### config.mk
export PLATFORM = sky130hd
export DESIGN_NAME = gpd_port
export DESIGN_NICKNAME = d
export VERILOG_FILES = /design/src/shared/gpd_pkg.sv /design/src/verilog/gpd_port.sv /design/src/verilog/gpd_pin_mux.sv
export SDC_FILE = /design/constraint.sdc
export NUM_CORES = 1
export LEC_CHECK = 0
export BUFFER_PORTS_ARGS = -buffer_cell sky130_fd_sc_hd__buf_2
export CAP_MARGIN = 20
export CORE_UTILIZATION = 35
export DETAILED_ROUTE_END_ITERATION = 8
export HOLD_SLACK_MARGIN = 0.12
export PLACE_DENSITY_LB_ADDON = 0.1
export SETUP_SLACK_MARGIN = 0.3
export SYNTH_ARGS = -nofsm -noshare
export SYNTH_HDL_FRONTEND = slang
export SYNTH_HIERARCHICAL = 1
export SYNTH_SLANG_ARGS = --single-unit
### constraint.sdc
create_clock -name pclk -period 1.77 [get_ports pclk]
set_clock_uncertainty 0.2 [all_clocks]
set_input_delay 0.177 -clock pclk [delete_from_list [all_inputs] [get_ports pclk]]
set_output_delay 0.177 -clock pclk [all_outputs]
set_load 0.1 [all_outputs]
### src/shared/gpd_pkg.sv
// Package for the eight-bit general purpose port with alternate functions.
// Assumes an APB register bus with 32-bit data; pins are synchronous to pclk.
`default_nettype none
package gpd_pkg;
  localparam int unsigned PORT_W = 8;
  localparam int unsigned ADDR_W = 12;
  // ==========================================================
  // Register map (byte addresses)
  localparam logic [11:0] OFF_PIN_LEVELS = 12'h000;
  localparam logic [11:0] OFF_DIRECTION = 12'h004;
  localparam logic [11:0] OFF_OUTPUT_LATCH = 12'h008;
  localparam logic [11:0] OFF_OTHER_DIR_CTRL = 12'h00c;
  localparam logic [11:0] OFF_ALT_CTRL = 12'h010;
  // ==========================================================
  // Reset values
  localparam logic [7:0] DIR_RESET = 8'hff;
  localparam logic [7:0] LATCH_RESET = 8'h00;
  localparam logic [7:0] OTHER_DIR_RESET = 8'h07;
  localparam logic [7:0] ALT_CTRL_RESET = 8'h0f;
  // ==========================================================
  // Field positions
  localparam int unsigned PSP_SEL_BIT = 4;
  localparam logic [7:0] OTHER_DIR_WMASK = 8'h37;
  localparam int unsigned ALT_CMP_LSB = 0;
  localparam int unsigned ALT_CCP_OUT_BIT = 4;
  localparam int unsigned ALT_CCP_IN_BIT = 5;
  localparam int unsigned ALT_PWM_LSB = 6;
  localparam logic [7:0] ALT_CTRL_WMASK = 8'hff;
  localparam int unsigned CCP_PIN = 4;
  localparam int unsigned PWM_LSB_PIN = 4;
  // ==========================================================
  // Enhanced PWM output modes
  typedef enum logic [1:0] {
    GPD_PWM_OFF = 2'b00,
    GPD_PWM_SINGLE = 2'b01,
    GPD_PWM_DUAL = 2'b10,
    GPD_PWM_QUAD = 2'b11
  } gpd_pwm_mode_t;
  // ==========================================================
  // Signal bundles
  typedef struct packed {
    logic [7:0] o;
    logic [7:0] oe;
  } gpd_pin_drive_t;
  typedef struct packed {
    logic [7:0] data_out;
    logic data_oe;
  } gpd_psp_drive_t;
  typedef struct packed {
    logic [3:0] pwm;
    logic compare_out;
  } gpd_ccp_drive_t;
endpackage : gpd_pkg
`default_nettype wire

### src/verilog/gpd_port.sv
// Top of the eight-bit general purpose port, with APB register slave.
// Assumes pins already synchronous to pclk and peripherals on the same clock.
//
// The implementer's own choices: the register offsets and the APB slave port.
`default_nettype none
module gpd_port (
  input wire logic pclk,
  input wire logic presetn,
  input wire logic psel,
  input wire logic penable,
  input wire logic pwrite,
  input wire logic [gpd_pkg::ADDR_W-1:0] paddr,
  input wire logic [31:0] pwdata,
  input wire logic [3:0] pstrb,
  output logic [31:0] prdata,
  output logic pready,
  output logic pslverr,
  input wire logic [7:0] pin_in,
  output logic [7:0] pin_out,
  output logic [7:0] pin_oe,
  input wire logic [7:0] psp_data_out,
  input wire logic psp_data_oe,
  output logic [7:0] psp_data_in,
  output logic psp_active,
  input wire logic [3:0] pwm_channels,
  input wire gpd_pkg::gpd_pwm_mode_t pwm_mode,
  input wire logic ccp_compare_out,
  output logic ccp_capture_in,
  output logic [3:0] comparator_inputs
);
  import gpd_pkg::*;

  // ==========================================================
  // Register state
  logic [7:0] dir_r, dir_nxt;
  logic [7:0] lat_r, lat_nxt;
  logic [7:0] odir_r, odir_nxt;
  logic [7:0] alt_r, alt_nxt;
  logic [31:0] prdata_r, prdata_nxt;
  logic pslverr_r, pslverr_nxt;

  logic wr_en;
  logic rd_en;
  logic addr_ok;
  logic [7:0] pin_read;
  logic [3:0] cmp_sel;
  logic [3:0] pwm_en;
  logic ccp_out_en;
  gpd_pin_drive_t drive;
  gpd_psp_drive_t psp_bus;
  gpd_ccp_drive_t ccp_bus;

  function automatic logic is_mapped(input logic [ADDR_W-1:0] a);
    is_mapped = (a == OFF_PIN_LEVELS) || (a == OFF_DIRECTION) || (a == OFF_OUTPUT_LATCH) ||
                (a == OFF_OTHER_DIR_CTRL) || (a == OFF_ALT_CTRL);
  endfunction

  function automatic logic hit(input logic [ADDR_W-1:0] a, input logic [ADDR_W-1:0] off);
    hit = (a == off);
  endfunction

  // Merge the low byte lane of a write under its strobe; masked bits keep their value
  function automatic logic [7:0] lane0(input logic [7:0] old, input logic [7:0] mask,
                                       input logic [7:0] wdata, input logic strb);
    lane0 = strb ? ((wdata & mask) | (old & ~mask)) : old;
  endfunction

  // Read multiplexer; unmapped addresses read as zero
  function automatic logic [7:0] read_mux(input logic [ADDR_W-1:0] a,
                                          input logic [7:0] pins,
                                          input logic [7:0] dir,
                                          input logic [7:0] lat,
                                          input logic [7:0] odir,
                                          input logic [7:0] alt);
    unique case (a)
      OFF_PIN_LEVELS: read_mux = pins;
      OFF_DIRECTION: read_mux = dir;
      OFF_OUTPUT_LATCH: read_mux = lat;
      OFF_OTHER_DIR_CTRL: read_mux = odir;
      OFF_ALT_CTRL: read_mux = alt;
      default: read_mux = 8'h00;
    endcase
  endfunction

  // ==========================================================
  // Alternate function decode
  always_comb begin
    cmp_sel = alt_r[ALT_CMP_LSB +: 4];
    // Multi-output PWM takes the slave port away
    psp_active = odir_r[PSP_SEL_BIT] &&
                 !(pwm_mode == GPD_PWM_DUAL || pwm_mode == GPD_PWM_QUAD);
    pwm_en = 4'h0;
    if (alt_r[ALT_PWM_LSB]) begin
      unique case (pwm_mode)
        GPD_PWM_OFF: pwm_en = 4'h0;
        GPD_PWM_SINGLE: pwm_en = 4'h1;
        GPD_PWM_DUAL: pwm_en = 4'h3;
        GPD_PWM_QUAD: pwm_en = 4'hf;
      endcase
    end
    // PWM drives only pins whose direction bit is cleared
    pwm_en = pwm_en & ~dir_r[7:4];
    ccp_out_en = alt_r[ALT_CCP_OUT_BIT] && !dir_r[CCP_PIN];
  end

  assign psp_bus.data_out = psp_data_out;
  assign psp_bus.data_oe = psp_data_oe;
  assign ccp_bus.pwm = pwm_channels;
  assign ccp_bus.compare_out = ccp_compare_out;

  gpd_pin_mux u_mux (
    .direction(dir_r),
    .latch(lat_r),
    .psp_active(psp_active),
    .parallel_slave_port(psp_bus),
    .ccp(ccp_bus),
    .ccp_out_en(ccp_out_en),
    .pwm_en(pwm_en),
    .drive(drive)
  );

  assign pin_out = drive.o;
  assign pin_oe = drive.oe;

  // ==========================================================
  // Input paths
  always_comb begin
    pin_read = pin_in;
    // Analog-selected pins read low
    pin_read[3:0] = pin_in[3:0] & ~cmp_sel;
  end
  assign comparator_inputs = pin_in[3:0] & cmp_sel;
  assign psp_data_in = psp_active ? pin_in : 8'h00;
  // Capture input is seen only when the pin is an input
  assign ccp_capture_in = alt_r[ALT_CCP_IN_BIT] && dir_r[CCP_PIN] && pin_in[CCP_PIN];

  // ==========================================================
  // APB slave, zero wait states
  // Reads are captured at the setup edge so the access phase shows them from a flop
  // and pready can stay high; the price is that a pin read is one cycle old.
  assign addr_ok = is_mapped(paddr);
  assign wr_en = psel && penable && pwrite && addr_ok;
  assign rd_en = psel && !penable && !pwrite;
  assign pready = 1'b1;
  assign prdata = prdata_r;
  assign pslverr = pslverr_r & psel & penable;

  // ==========================================================
  // Per-register write strobes
  // The pin-level address and the latch address both land in the latch
  logic wr_pins;
  logic wr_dir;
  logic wr_lat;
  logic wr_odir;
  logic wr_alt;
  logic [7:0] wbyte;
  logic wlane;

  assign wr_pins = wr_en && hit(paddr, OFF_PIN_LEVELS);
  assign wr_dir = wr_en && hit(paddr, OFF_DIRECTION);
  assign wr_lat = wr_en && hit(paddr, OFF_OUTPUT_LATCH);
  assign wr_odir = wr_en && hit(paddr, OFF_OTHER_DIR_CTRL);
  assign wr_alt = wr_en && hit(paddr, OFF_ALT_CTRL);
  assign wbyte = pwdata[7:0];
  assign wlane = pstrb[0];

  // ==========================================================
  // Direction register
  // Reset leaves every pin an input so nothing is driven before software asks
  always_comb begin
    dir_nxt = dir_r;
    if (wr_dir) begin
      dir_nxt = lane0(dir_r, 8'hff, wbyte, wlane);
    end
  end

  always_ff @(posedge pclk or negedge presetn) begin
    if (!presetn) begin
      dir_r <= DIR_RESET;
    end else begin
      dir_r <= dir_nxt;
    end
  end

  // ==========================================================
  // Output latch
  // Writing the pin-level address never stores pin levels, only the written byte
  always_comb begin
    lat_nxt = lat_r;
    if (wr_pins) begin
      lat_nxt = lane0(lat_r, 8'hff, wbyte, wlane);
    end else if (wr_lat) begin
      lat_nxt = lane0(lat_r, 8'hff, wbyte, wlane);
    end
  end

  always_ff @(posedge pclk or negedge presetn) begin
    if (!presetn) begin
      lat_r <= LATCH_RESET;
    end else begin
      lat_r <= lat_nxt;
    end
  end

  // ==========================================================
  // Other-port direction control
  // Only the slave-port select, bit 5 and the three direction bits are writable
  always_comb begin
    odir_nxt = odir_r;
    if (wr_odir) begin
      odir_nxt = lane0(odir_r, OTHER_DIR_WMASK, wbyte, wlane);
    end
  end

  always_ff @(posedge pclk or negedge presetn) begin
    if (!presetn) begin
      odir_r <= OTHER_DIR_RESET;
    end else begin
      odir_r <= odir_nxt;
    end
  end

  // ==========================================================
  // Alternate function control
  // Reset selects analog on the low four pins, so they read low until released
  always_comb begin
    alt_nxt = alt_r;
    if (wr_alt) begin
      alt_nxt = lane0(alt_r, ALT_CTRL_WMASK, wbyte, wlane);
    end
  end

  always_ff @(posedge pclk or negedge presetn) begin
    if (!presetn) begin
      alt_r <= ALT_CTRL_RESET;
    end else begin
      alt_r <= alt_nxt;
    end
  end

  // ==========================================================
  // Read data
  // Held until the next read setup; bits 31:8 are always zero
  always_comb begin
    prdata_nxt = prdata_r;
    if (rd_en) begin
      prdata_nxt = {24'h00_0000, read_mux(paddr, pin_read, dir_r, lat_r, odir_r, alt_r)};
    end
  end

  always_ff @(posedge pclk or negedge presetn) begin
    if (!presetn) begin
      prdata_r <= 32'h0000_0000;
    end else begin
      prdata_r <= prdata_nxt;
    end
  end

  // ==========================================================
  // Slave error
  // Decided at setup and shown only in the access phase that follows
  always_comb begin
    pslverr_nxt = 1'b0;
    if (psel && !penable) begin
      pslverr_nxt = !is_mapped(paddr);
    end
  end

  always_ff @(posedge pclk or negedge presetn) begin
    if (!presetn) begin
      pslverr_r <= 1'b0;
    end else begin
      pslverr_r <= pslverr_nxt;
    end
  end
endmodule : gpd_port
`default_nettype wire

### src/verilog/gpd_pin_mux.sv
// Per-pin output mux of the port: latch, parallel slave port, capture/compare, PWM.
// Assumes control values come from registers of the top module, apart from its pwm_mode input that gates psp_active and pwm_en.
`default_nettype none
module gpd_pin_mux (
  input wire logic [7:0] direction,
  input wire logic [7:0] latch,
  input wire logic psp_active,
  input wire gpd_pkg::gpd_psp_drive_t parallel_slave_port,
  input wire gpd_pkg::gpd_ccp_drive_t ccp,
  input wire logic ccp_out_en,
  input wire logic [3:0] pwm_en,
  output gpd_pkg::gpd_pin_drive_t drive
);
  import gpd_pkg::*;
  // ==========================================================
  // Output drive selection
  genvar i;
  generate
    for (i = 0; i < PORT_W; i++) begin : g_pin
      logic o_v;
      logic oe_v;
      always_comb begin
        o_v = latch[i];
        oe_v = ~direction[i];
        if (i == CCP_PIN && ccp_out_en) begin
          o_v = ccp.compare_out;
        end
        // The low two index bits name the channel on pins four to seven
        if (i >= PWM_LSB_PIN && pwm_en[2'(i)]) begin
          o_v = ccp.pwm[2'(i)];
        end
        if (psp_active) begin
          // Parallel slave port ignores direction bits entirely
          o_v = parallel_slave_port.data_out[i];
          oe_v = parallel_slave_port.data_oe;
        end
      end
      assign drive.o[i] = o_v;
      assign drive.oe[i] = oe_v;
    end
  endgenerate
endmodule : gpd_pin_mux
`default_nettype wire

Word level (Yosys, flattened, before mapping)
Index checks and enable logic that the tools add are counted.
Word-level totals
  bits in registers: 41
  output and inout bits: 64
  logic and storage cells: 86
Operators by class
  eq/ne operators: 7
  multiplexer cells: 27
  bitwise gates (word level): 16
  reduce and logical (&&, ||, !) cells: 30
Operators by type and width (count)
  one-hot mux 8 bit (5 select lines): 1
  2-to-1 mux 8 bit: 4
  equality test 12 x 4 -> 1 bit (second input constant): 2
  2-to-1 mux 1 bit: 20
  logical AND 1 bit: 14
  equality test 12 x 3 -> 1 bit (second input constant): 1
  equality test 12 x 5 -> 1 bit (second input constant): 1
  zero test 12 bit: 1
  AND 4 bit: 2
  inverter 1 bit: 8
  OR 6 x 8 -> 8 bit: 1
  one-hot mux 2 bit (4 select lines): 1
  AND reduction 2 bit: 3
  zero test 1 bit: 5
  logical OR 1 bit: 5
  equality test 2 bit (second input constant): 2
  inverter 4 bit: 1
  AND 1 bit: 2
  AND 2 bit: 1
  equality test 2 x 1 -> 1 bit (second input constant): 1
  zero test 2 bit: 1
  2-to-1 mux 2 bit: 1
  inverter 2 bit: 1
  nonzero test 2 bit: 1

Depth between registers and ports, before layout
Gate-level depths: netlist (run 1).
  word-level depth: 9
  depth in mapped cells: 6

Cells and area by module
Netlist (run 1), hierarchy kept.
Modules (own cells, without submodules)
  gpd_port: times used 1, cells an instance 203, area each 2243.4 um2, sequential area each 969.7 um2
  gpd_pin_mux: times used 1, cells an instance 41, area each 317.8 um2, sequential area each 0.0 um2

Worst setup path after synthesis (run 1)
Ideal clock, no wire load.
  path kind: reg-to-output
  from: register odir_r[4]
  to: output psp_data_in[0]
  data arrival time: 2.452 ns
  required time: 1.393 ns
  path slack: -1.059 ns
  stages on the path, launching flop included: 4
  path buffers: 1
  cell sequence: dfrtp_1 nor2b_1 clkbuf_1 and2_1
Between the ends
  longest elaborated chain between the ends: 2
Ends and longest elaborated chain
  start, declared: line gpd_port.sv:37  | logic [7:0] odir_r, odir_nxt;
  start signal, assigned: line gpd_port.sv:219  | odir_r <= odir_nxt;
  logical AND 1 bit: line gpd_port.sv:90  | psp_active = odir_r[PSP_SEL_BIT] &&
  net psp_active: line gpd_port.sv:24  | output logic psp_active,
  2-to-1 mux 8 bit: line gpd_port.sv:133  | assign psp_data_in = psp_active ? pin_in : 8'h00;
  end, declared: line gpd_port.sv:23  | output logic [7:0] psp_data_in,
The timed path passes the listed nets, and every way through them passes these cells.

Final worst setup path (run 1)
  from: register odir_r[4]
  to: output pin_out[3]
Between the ends
  longest elaborated chain between the ends: 2
Ends and longest elaborated chain
  logical AND 1 bit: line gpd_port.sv:90
  2-to-1 mux 1 bit: line gpd_pin_mux.sv:32  | if (psp_active) begin
  end, declared: line gpd_port.sv:19  | output logic [7:0] pin_out,
No other way between the ends.

==> results by stage, run 1 <==
Finish:
- The finished layout holds 474 standard cells, fillers aside.
- The fraction of layout cells with a size suffix above 1 is 70.6%.
- The antenna cell count is 0.
- At the end of the flow, the number of nets in the layout was 454.
- Relative to the synthesized area, the layout overhead comes to 80.5%.

Timing:
- The final critical-path required period is 1.95 ns.
- Setup slack on the critical path of the routed design comes to -0.181 ns.
- The total count of max-transition violations in the final report is 0.
- The number of failing hold endpoints at the final stage is 0.
- For this run, the top clock speed supported by timing is 0.513 GHz.
- Setup violations remaining at the end of the flow were counted as 23.
- Setup repair after global routing could not meet its margin everywhere.
- Of the available clock period, the critical path in the final layout requires 110%.
- The tightest hold path in the finished design has a slack of approximately 0.16 ns.

Detailed routing:
- The final antenna-violating net count is 0.
- Summed over all layers, the routed wires come to 7520 um.
- The average vias per placed instance is 4.79.
- The first detailed-routing pass took 4 iterations.
- For this block, the initial DRC count from the detailed router was 74.
- The final route contains 2271 vias.
- The residual DRC count is 0.
- The routed length per placed instance is 15.9 um.

Pwr:
- The leakage power is around 2.2 nW.
- In this run the power density over the cells is 498 nW/um^2.
- Across the VDD grid, the largest voltage drop is between 200 and 300 uV.

Clock tree:
- TritonCTS built the clock tree.
- The longest clock path from root to sink contains 2 buffers.
- The later pin in the worst-skew pair is clocked with a latency of 0.30 ns.
- Clock-pin slew was measured on the worst setup and hold paths at 0.09 ns.
- The cell sitting at the root of the clock tree is a sky130_fd_sc_hd__clkbuf_8.
- Counting the buffers created by CTS gives 5.
- The number of clock sinks is 38.
- The maximum level of the CTS H-tree is 2.

Worst hold path:
- The tightest min-delay check is of the primary input to register type.
- The origin of the worst min-delay path is pin_in[0].
- The worst hold endpoint is prdata[0].
- The number of instances on the worst hold path is 4.

Floorplan:
- The die is 87.3 um wide.
- The die covers 7630 sq um.
- The initial utilization of the core area, before any placement, comes to 36.9%.
- The cell row count is 30.
- The vertical die dimension is 87.3 um.
- The region available for standard cell placement spans 6910 sq um.
- In this run the count of I/O pins placed on the die edge is approximately 140.

Yosys:
- The cell area after synthesis is 2550 sq um.
- The average footprint of a synthesized cell is ~11 sq um.
- Counting every instance in the synthesized netlist gives roughly 240.
- The Yosys step of the flow raised 6 warnings.

Placement:
- The final weighted congestion of routability-driven global placement is 0.815.
- The placed wire-length estimate after detailed placement is 5210 um.
- The count of buffers from port buffering is 86.
- Counting tap cells, the placed design contains a total of 434 instances.

Outcome:
- The run finished, with violations left.
- The checks that failed: setup timing.

Global routing:
- The leftover overflow at the end of global routing is 0.
- The via count of the first global-routing pass is approximately 2200.
- The number of antenna violations at the first check in global routing came to 0.
- For this run, the total global-route usage over all layers was measured as 20.2%.
- The wire length of the first global-routing pass is 11600 um.
- The maximum number of pins on one net before global-route repair is 39.

Critical path:
- The critical register-to-register path startpoint is dir_r[4].
- Data arrives at the worst endpoint at 1.57 ns.
- The critical path capture point type is an output port.
- In this run the worst path has a maximum fanout of 7.
- The startpoint-to-endpoint class of the critical path is register to output port.
- The worst register-to-register path has a setup slack of 0.07 ns.
- The startpoint type of the worst setup path is a register.
- For the worst setup path, the data required time is 1.39 ns.
- Counting cells, the worst reg-to-reg path comes to 8.
- The reg-to-reg critical path endpoint is prdata[4].

Job:
- The reported max-cap violation count is 0.
state kept, by name, summed over array words and instances, names as in the netlist:
register / count
alt_r: 8
dir_r: 8
lat_r: 8
odir_r: 5
pslverr_r: 1
prdata: 8
metrics by stage:
step	total power, mW	setup TNS [ns]	setup slack (ns)	instance area (sq um)	utilization [%]
CTS	2.29	-2.53	-0.172	4460	64.5
global route	2.37	-4.30	-0.243	4600	66.6
global placement	1.32	-2.53	-0.131	3750	54.3
floorplan	1.24	-0.0310	-0.0103	2920	-
finish	2.29	-2.92	-0.181	4600	66.6
detailed placement	1.33	-3.15	-0.147	3750	54.3
power breakdown:
group	switching (mW)	internal, mW	leakage, nW
registers	0.000765	0.871	0.475
logic	0.360	0.125	1.61
clock network	0.333	0.602	0.0714
total	0.694	1.60	2.15
critical path: stages, from the launching register on:
cell and delay (ns):
sky130_fd_sc_hd__dfrtp_1 0.36, sky130_fd_sc_hd__nor2b_4 0.26, sky130_fd_sc_hd__buf_12 0.17, sky130_fd_sc_hd__mux2_4 0.32, sky130_fd_sc_hd__buf_12 0.17
layer usage:
metal | part of all wire [%] | vias to the layer above | wire [um] | track usage [%]
met2 | 49 | 79 | 3700 | 32.6
met4 | 0.84 | 0 | 63 | 5.22
li1 | - | 1066 | - | -
met5 | 0 | - | 0 | 0
met1 | 46 | 1119 | 3440 | 28.2
met3 | 4.2 | 7 | 316 | 3.03
repair_timing:
action | 4_1_cts | 5_1_grt
setup endpoints to repair | 69 | 67
cloned | 1 | 0
setup buffers | 14 | 6
hold buffers | 11 | 0
hold endpoints to repair | 68 | 0
pin swaps | 27 | 8
resized for setup | 87 | 30
cells in the final DEF, fill, tap and decap left out, drive strengths merged, types with 2 or more instances in the layout:
master,n
inv,2
dfrtp,23
a21oi,9
or3,2
and4,2
o21ai,9
mux2i,6
dlygate4sd3,11
and2,12
nor2,10
buf,141
nor2b,3
conb,25
bufinv,2
nor4,6
or4,2
and3,6
dfstp,15
nand2,18
nor3,2
a221o,6
nor3b,3
or3b,2
a32o,2
mux2,38
clkbuf,10
worst max path at each step:
| stage | from | endpoint | cells after the start |
|---|---|---|---|
| 2_1_floorplan | odir_r[4] | pin_out[3] | 5 |
| 3_3_place_gp | paddr[6] | dir_r[4] | 6 |
| 3_5_place_dp | paddr[6] | dir_r[2] | 6 |
| 4_1_cts | dir_r[4] | pin_out[4] | 5 |
| 5_1_grt | odir_r[4] | pin_out[4] | 6 |
| 6_report | odir_r[4] | pin_out[3] | 4 |
layout make-up:
class | count | area, sq um
clock inverter | 2 | 60.1
timing repair buffer | 156 | 1640
inverter | 2 | 10.0
sequential | 38 | 970
clock buffer | 6 | 82.6
multi-input combinational | 174 | 1720
fill | 546 | 2310
tap | 96 | 120
Note: power is estimated with default switching activity, not from simulation.
==> run 2, diff against run 1 <==
- CORE_UTILIZATION: 35 -> 25
==> results by stage, run 2 (synthesized netlist as in run 1, its figures left out) <==
Outcome:
- Outcome: complete, but fails checks (unchanged).
- Failing checks: setup timing (unchanged).

Worst hold path:
- The number of instances on the worst hold path is 3 (was 4).
- The worst hold-check path type was primary input to register (unchanged).
- The worst hold endpoint is prdata[4] (was prdata[0]).
- The origin of the worst min-delay path is paddr[6] (was pin_in[0]).

Timing:
- The final critical-path required period is 2.01 ns (was 1.95 ns).
- In this run the tightest slew margin relative to its limit is between 60% and 70%.
- The total count of max-transition violations in the final report is 0 (unchanged).
- The ratio of final minimum period to clock period is 114% (was 110%).
- The final setup violation count is 26 (was 23).
- The final setup slack of the worst path was -0.242 ns (was -0.181 ns).
- The actual slew at the worst max-slew pin is between 0.5 and 0.6 ns.
- RSZ-0062 raised after global routing: yes (unchanged).
- The setup TNS was -3.85 ns (was -2.92 ns).
- The number of failing hold endpoints at the final stage was 0 (unchanged).
- The final hold slack is 0.0644 ns (was 0.160 ns).
- The achievable clock frequency is 0.497 GHz (was 0.513 GHz).

Global routing:
- The met1 global-route usage was 21.7% (was 28.2%).
- The aggregate global-route resource usage came to 15.8% (was 20.2%).
- The most used routing layer is met2 (unchanged).
- The wire length of the first global-routing pass came to 12300 um (was 11600 um).
- The via count of the first global-routing pass is 2290 (was 2211).
- The met2 capacity usage during global routing is 25.8% (was 32.6%).
- The fraction of met3 tracks used by global routing is 2.85% (was 3.03%).
- The number of antenna violations at the first check in global routing is 0 (unchanged).
- The maximum number of pins on one net before global-route repair is 21 (was 39).
- The leftover overflow at the end of global routing is 0 (unchanged).

Placement:
- The cell count after placement was 477 (was 434).
- The count of buffers from port buffering is 86 (unchanged).
- The placed wire-length estimate after detailed placement is 5750 um (was 5210 um).
- The final weighted congestion of routability-driven global placement is 0.751 (was 0.815).

Detailed routing:
- The final wirelength was 7890 um (was 7520 um).
- The routed length per placed instance came to 15.3 um (was 15.9 um).
- The residual DRC count is 0 (unchanged).
- The number of detailed-routing iterations run before antenna repair came to 4 (unchanged).
- The average vias per placed instance was 4.35 (was 4.79).
- The detailed router's first-iteration violation count is 45 (was 74).
- The final antenna-violating net count is 0 (unchanged).
- The via count came to 2247 (was 2271).

Clock tree:
- The clock root buffer is sky130_fd_sc_hd__clkbuf_8 (unchanged).
- The clock transition time at the flip-flop clock pins of the worst setup and hold paths is 0.08 ns (was 0.09 ns).
- The clock latency on the worst-skew pair is 0.30 ns (about the same).
- The number of buffers between clock root and the deepest sink is 2 (unchanged).
- The clock tree from TritonCTS is done (unchanged).
- The total CTS buffers is 5 (unchanged).
- The number of clock sinks was 38 (unchanged).
- The number of hold-repair buffers added at the cts stage was 11 (unchanged).
- The maximum level of the CTS H-tree came to 2 (unchanged).

Critical path:
- The largest stage delay on the critical path is 0.54 ns (was 0.36 ns).
- The reg-to-reg critical path endpoint was prdata[4] (unchanged).
- The required time reported for the critical path endpoint is 1.39 ns (about the same).
- The reg2reg setup slack came to 0.14 ns (was 0.07 ns).
- The critical register-to-register path startpoint is dir_r[4] (unchanged).
- The number of cell instances on the worst register-to-register path is 7 (was 8).
- The startpoint-to-endpoint class of the critical path is register to output port (unchanged).
- The family with the most delay on the worst path was flip-flops (unchanged).
- Critical path, cell by cell: nor2b_1 -> mux2_2 -> mux2i_1 -> o21ai_1 -> buf_4 -> buf_12 (was nor2b_4 -> buf_12 -> mux2_4 -> buf_12).
- The startpoint type of the worst setup path is a register (unchanged).
- The buffering stage count on the worst path with inverters included came to 2 (unchanged).
- The cell type of the slowest stage on the worst timing path is sky130_fd_sc_hd__dfstp_2 (was sky130_fd_sc_hd__dfrtp_1).
- The critical path capture point type was an output port (unchanged).
- The data arrival time at the worst-slack endpoint is 1.63 ns (was 1.57 ns).
- The top fanout value on the critical path came to 2 (was 7).

Floorplan:
- The vertical die dimension came to 103 um (was 87.3 um).
- The core box area is 9820 sq um (was 6910 sq um).
- The horizontal die dimension was 103 um (was 87.3 um).
- The cell row count came to 36 (was 30).
- The starting density of the core is 26.0% (was 36.9%).
- The top-level I/O count was 141 (unchanged).
- The overall die area was 10600 sq um (was 7630 sq um).

Finish:
- The leading cell type in the layout, fill and taps excluded is sky130_fd_sc_hd__buf_2 (unchanged).
- The antenna cell count is 0 (unchanged).
- The multi-input combinational cell area is 1690 sq um (was 1720 sq um).
- The number of filler instances in the final layout was 949 (was 546).
- The fraction of layout cells with a size suffix above 1 is 68.5% (was 70.6%).
- Most used cells in the layout excluding fill and tap cells: sky130_fd_sc_hd__buf_2 (43), sky130_fd_sc_hd__buf_4 (37), sky130_fd_sc_hd__buf_12 (37), sky130_fd_sc_hd__mux2_4 (36), sky130_fd_sc_hd__conb_1 (25) (was sky130_fd_sc_hd__buf_2 (46), sky130_fd_sc_hd__mux2_4 (36), sky130_fd_sc_hd__buf_4 (34), sky130_fd_sc_hd__buf_12 (33)).
- The number of standard cells in the final layout excluding fillers is 517 (was 474).
- The post-layout net count is 460 (was 454).
- The signed area change from the synthesized netlist to the final layout is 84.2% (was 80.5%).
- The final core area utilization is 47.8% (was 66.6%).
- The area taken by flip-flops and latches is 970 sq um (unchanged).

Pwr:
- The power per cell area came to 451 nW/um^2 (was 498 nW/um^2).
- The highest ir drop seen on vdd is 317 uV (was 266 uV).
- The overall power after layout is 2.12 mW (was 2.29 mW).
- The leakage power was 2.16 nW (was 2.15 nW).

Job:
- The reported max-cap violation count is 0 (unchanged).
-- run 2: worst max-delay path by stage --
stage,slack [ns],depth (start not counted),from,end
floorplan,-0.01,5,odir_r[4],pin_out[3]
global placement,-0.16,6,paddr[6],dir_r[4]
detailed placement,-0.17,5,paddr[10],odir_r[4]
CTS,-0.26,6,dir_r[4],pin_out[4]
global route,-0.31,5,odir_r[4],pin_out[0]
finish,-0.24,6,dir_r[4],pin_out[4]
-- run 2: power by group --
part           internal (mW)  switching, mW  leakage (nW)  total (mW)
clock                  0.422          0.324        0.0524       0.746
sequential             0.871       0.000730         0.475       0.872
combinational          0.136          0.362          1.64       0.498
-- run 2: repair_timing --
action / CTS / global route
endpoints found under the setup margin: 66 / 73
gates resized for setup: 116 / 23
gates cloned: 1 / 0
pin swaps: 24 / 5
hold endpoints to repair: 61 / 1
buffers inserted: 17 / 3
-- run 2: tightest hold or removal path: cells and delay by family --
family,cells,cell delay [ns]
compound gates,1,0.09
buf+inv,1,0.08
simple gates,1,0.17
-- run 2: metrics by stage --
stage	area, sq um	worst slack [ns]
6_report	4690	-0.242
5_1_grt	4690	-0.312
4_1_cts	4580	-0.256
3_5_place_dp	3750	-0.167
3_3_place_gp	3750	-0.160
2_1_floorplan	2920	-0.0103
-- run 2: layout make-up --
| type | count | share of cell area, % |
|---|---|---|
| multi-input combinational | 174 | 36.1 |
| timing repair buffer | 162 | 37.0 |
| inverter | 2 | 0.426 |
| sequential | 38 | 20.7 |
| clock buffer | 7 | 1.63 |
| clock inverter | 1 | 0.640 |
| tap | 133 | 3.54 |
-- run 2: per-layer routing --
layer  vias up  routed length (um)
met4         0                  62
met5         -                   0
met1      1096                3640
met3         5                 330
li1       1083                   -
met2        63                3860
==> run 3, diff against run 2 <==
- PLACE_DENSITY: default -> 0.51
- PLACE_DENSITY_LB_ADDON: 0.1 -> default
- SKIP_CTS_REPAIR_TIMING: default -> 1
- clock period: 1.77 -> 2.5 ns (I/O delays scaled with it)
==> results by stage, run 3 (synthesized netlist as in run 1, its figures left out) <==
Detailed routing:
- The via count is 2040 (was 2247).
- The number of detailed-routing iterations run before antenna repair is 4 (unchanged).
- The routed length per placed instance is 14.7 um (was 15.3 um).
- The detailed router's first-iteration violation count was 81 (was 45).
- The residual DRC count is 0 (unchanged).
- The final antenna-violating net count is 0 (unchanged).
- The final wirelength is 6800 um (was 7890 um).
- The average vias per placed instance is 4.40 (was 4.35).

Worst hold path:
- The worst hold endpoint is prdata[4] (unchanged).
- The origin of the worst min-delay path is paddr[6] (unchanged).
- The worst hold-check path type was primary input to register (unchanged).
- The number of instances on the worst hold path is 3 (unchanged).

Critical path:
- The cell type of the slowest stage on the worst timing path was sky130_fd_sc_hd__dfrtp_1 (was sky130_fd_sc_hd__dfstp_2).
- The largest stage delay on the critical path is 0.41 ns (was 0.54 ns).
- Critical path, cell by cell: nor2b_4 -> buf_4 -> mux2_4 -> buf_12 (was nor2b_1 -> mux2_2 -> mux2i_1 -> o21ai_1 -> buf_4 -> buf_12).
- The family with the most delay on the worst path is flip-flops (unchanged).
- The reg2reg setup slack is 0.84 ns (was 0.14 ns).
- The startpoint type of the worst setup path is a register (unchanged).
- The reg-to-reg critical path endpoint is prdata[1] (was prdata[4]).
- The top fanout value on the critical path is 13 (was 2).
- The critical register-to-register path startpoint was alt_r[1] (was dir_r[4]).
- The required time reported for the critical path endpoint is 2.05 ns (was 1.39 ns).
- The buffering stage count on the worst path with inverters included is 2 (unchanged).
- The data arrival time at the worst-slack endpoint came to 1.64 ns (was 1.63 ns).
- The startpoint-to-endpoint class of the critical path is register to output port (unchanged).
- The critical path capture point type is an output port (unchanged).
- The number of cell instances on the worst register-to-register path is 4 (was 7).

Floorplan:
- The cell row count is 36 (unchanged).
- The starting density of the core is 26.0% (unchanged).
- The vertical die dimension is 103 um (unchanged).
- The horizontal die dimension is 103 um (unchanged).
- The top-level I/O count is 141 (unchanged).
- The core box area was 9820 sq um (unchanged).
- The overall die area is 10600 sq um (unchanged).

Clock tree:
- The clock tree from TritonCTS is done (unchanged).
- The clock root buffer is sky130_fd_sc_hd__clkbuf_8 (unchanged).
- The maximum level of the CTS H-tree is 2 (unchanged).
- The number of buffers between clock root and the deepest sink is 2 (unchanged).
- The clock transition time at the flip-flop clock pins of the worst setup and hold paths is 0.09 ns (was 0.08 ns).
- The clock latency on the worst-skew pair is 0.30 ns (about the same).
- The total CTS buffers is 5 (unchanged).
- The number of clock sinks is 38 (unchanged).

Placement:
- The final weighted congestion of routability-driven global placement is 0.780 (was 0.751).
- The placed wire-length estimate after detailed placement is 5220 um (was 5750 um).
- The standard cell area after detailed placement is 3340 sq um (was 3750 sq um).
- The count of buffers from port buffering is 86 (unchanged).

Global routing:
- The number of antenna violations at the first check in global routing is 0 (unchanged).
- The wire length of the first global-routing pass came to 10400 um (was 12300 um).
- The aggregate global-route resource usage is 13.4% (was 15.8%).
- The maximum number of pins on one net before global-route repair came to 39 (was 21).
- The via count of the first global-routing pass is 1956 (was 2290).
- The leftover overflow at the end of global routing was 0 (unchanged).

Timing:
- The final hold slack was 0.151 ns (was 0.0644 ns).
- The final setup violation count was 0 (was 26).
- The number of failing hold endpoints at the final stage is 0 (unchanged).
- The clock period could shrink to 2.09 ns.
- The achievable clock frequency is 0.478 GHz.
- The setup TNS is 0 ns (was -3.85 ns).
- The worst path uses 83.7% of the clock period.
- The headroom to the max-slew limit is 42.6% (was 66.4%).
- The total count of max-transition violations in the final report is 0 (unchanged).
- RSZ-0062 raised after global routing: no (was yes).
- The actual slew at the worst max-slew pin is 0.861 ns (was 0.504 ns).

Job:
- The reported max-cap violation count is 0 (unchanged).

Finish:
- The antenna cell count is 0 (unchanged).
- Most used cells in the layout excluding fill and tap cells: sky130_fd_sc_hd__buf_2 (61), sky130_fd_sc_hd__mux2_2 (35), sky130_fd_sc_hd__conb_1 (25), sky130_fd_sc_hd__buf_12 (25), sky130_fd_sc_hd__dfrtp_1 (23) (was sky130_fd_sc_hd__buf_2 (43), sky130_fd_sc_hd__buf_4 (37), sky130_fd_sc_hd__buf_12 (37), sky130_fd_sc_hd__mux2_4 (36), sky130_fd_sc_hd__conb_1 (25)).
- The post-layout net count is 407 (was 460).
- The leading cell type in the layout, fill and taps excluded is sky130_fd_sc_hd__buf_2 (unchanged).
- The summed area of non-filler cells in the final layout came to 3600 sq um (was 4690 sq um).
- The signed area change from the synthesized netlist to the final layout is 41.2% (was 84.2%).
- The fraction of layout cells with a size suffix above 1 is 54.4% (was 68.5%).

Pwr:
- The power per cell area is 432 nW/um^2 (was 451 nW/um^2).
- The leakage power is 1.69 nW (was 2.16 nW).
- The highest ir drop seen on vdd is 257 uV (was 317 uV).

Outcome:
- Outcome: completed (was complete, but fails checks).
==> run 3: report_power, final <==
group / internal, mW / switching, mW
combinational: 0.0602 / 0.237
sequential: 0.617 / 0.000502
clock: 0.400 / 0.241
total: 1.08 / 0.478
==> run 3: worst max-delay path by stage <==
stage | start | endpoint | slack, ns | cells past startpoint
floorplan | odir_r[4] | pin_out[3] | 0.50 | 5
global placement | paddr[10] | odir_r[2] | 0.30 | 5
detailed placement | paddr[10] | odir_r[1] | 0.30 | 5
CTS | dir_r[4] | pin_out[4] | 0.32 | 5
global route | dir_r[4] | pin_out[4] | 0.32 | 5
finish | odir_r[4] | pin_out[7] | 0.41 | 4
==> run 3: tightest hold or removal path, cell delays in order <==
cell and delay, ns:
sky130_fd_sc_hd__buf_2 0.10, sky130_fd_sc_hd__or4_4 0.17, sky130_fd_sc_hd__o41ai_1 0.09
==> run 3: layer usage <==
layer  GRT usage [%]  wire length (um)  vias to the layer above
met5               0                 0                        -
met3            4.14               482                        6
met2            21.2              3250                       75
met4            3.68                74                        0
li1                -                 -                      986
met1            17.8              3000                      973
==> run 3: final cells by class <==
class                           instances  area [sq um]
Multi-Input combinational cell        174          1310
Timing Repair Buffer                  109          1010
Clock buffer                            5          68.8
Inverter                                2          7.51
Tap cell                              133           166
Fill cell                            1003          6220
Sequential cell                        38           970
Clock inverter                          3          68.8
==> run 3: metrics by stage <==
step,util [%],total power [mW],setup slack (ns),cells
3_5_place_dp,34.0,0.913,0.296,445
4_1_cts,35.4,1.55,0.321,453
5_1_grt,36.7,1.62,0.317,464
3_3_place_gp,34.0,0.911,0.300,445
6_report,36.7,1.56,0.409,464
2_1_floorplan,-,0.869,0.502,264
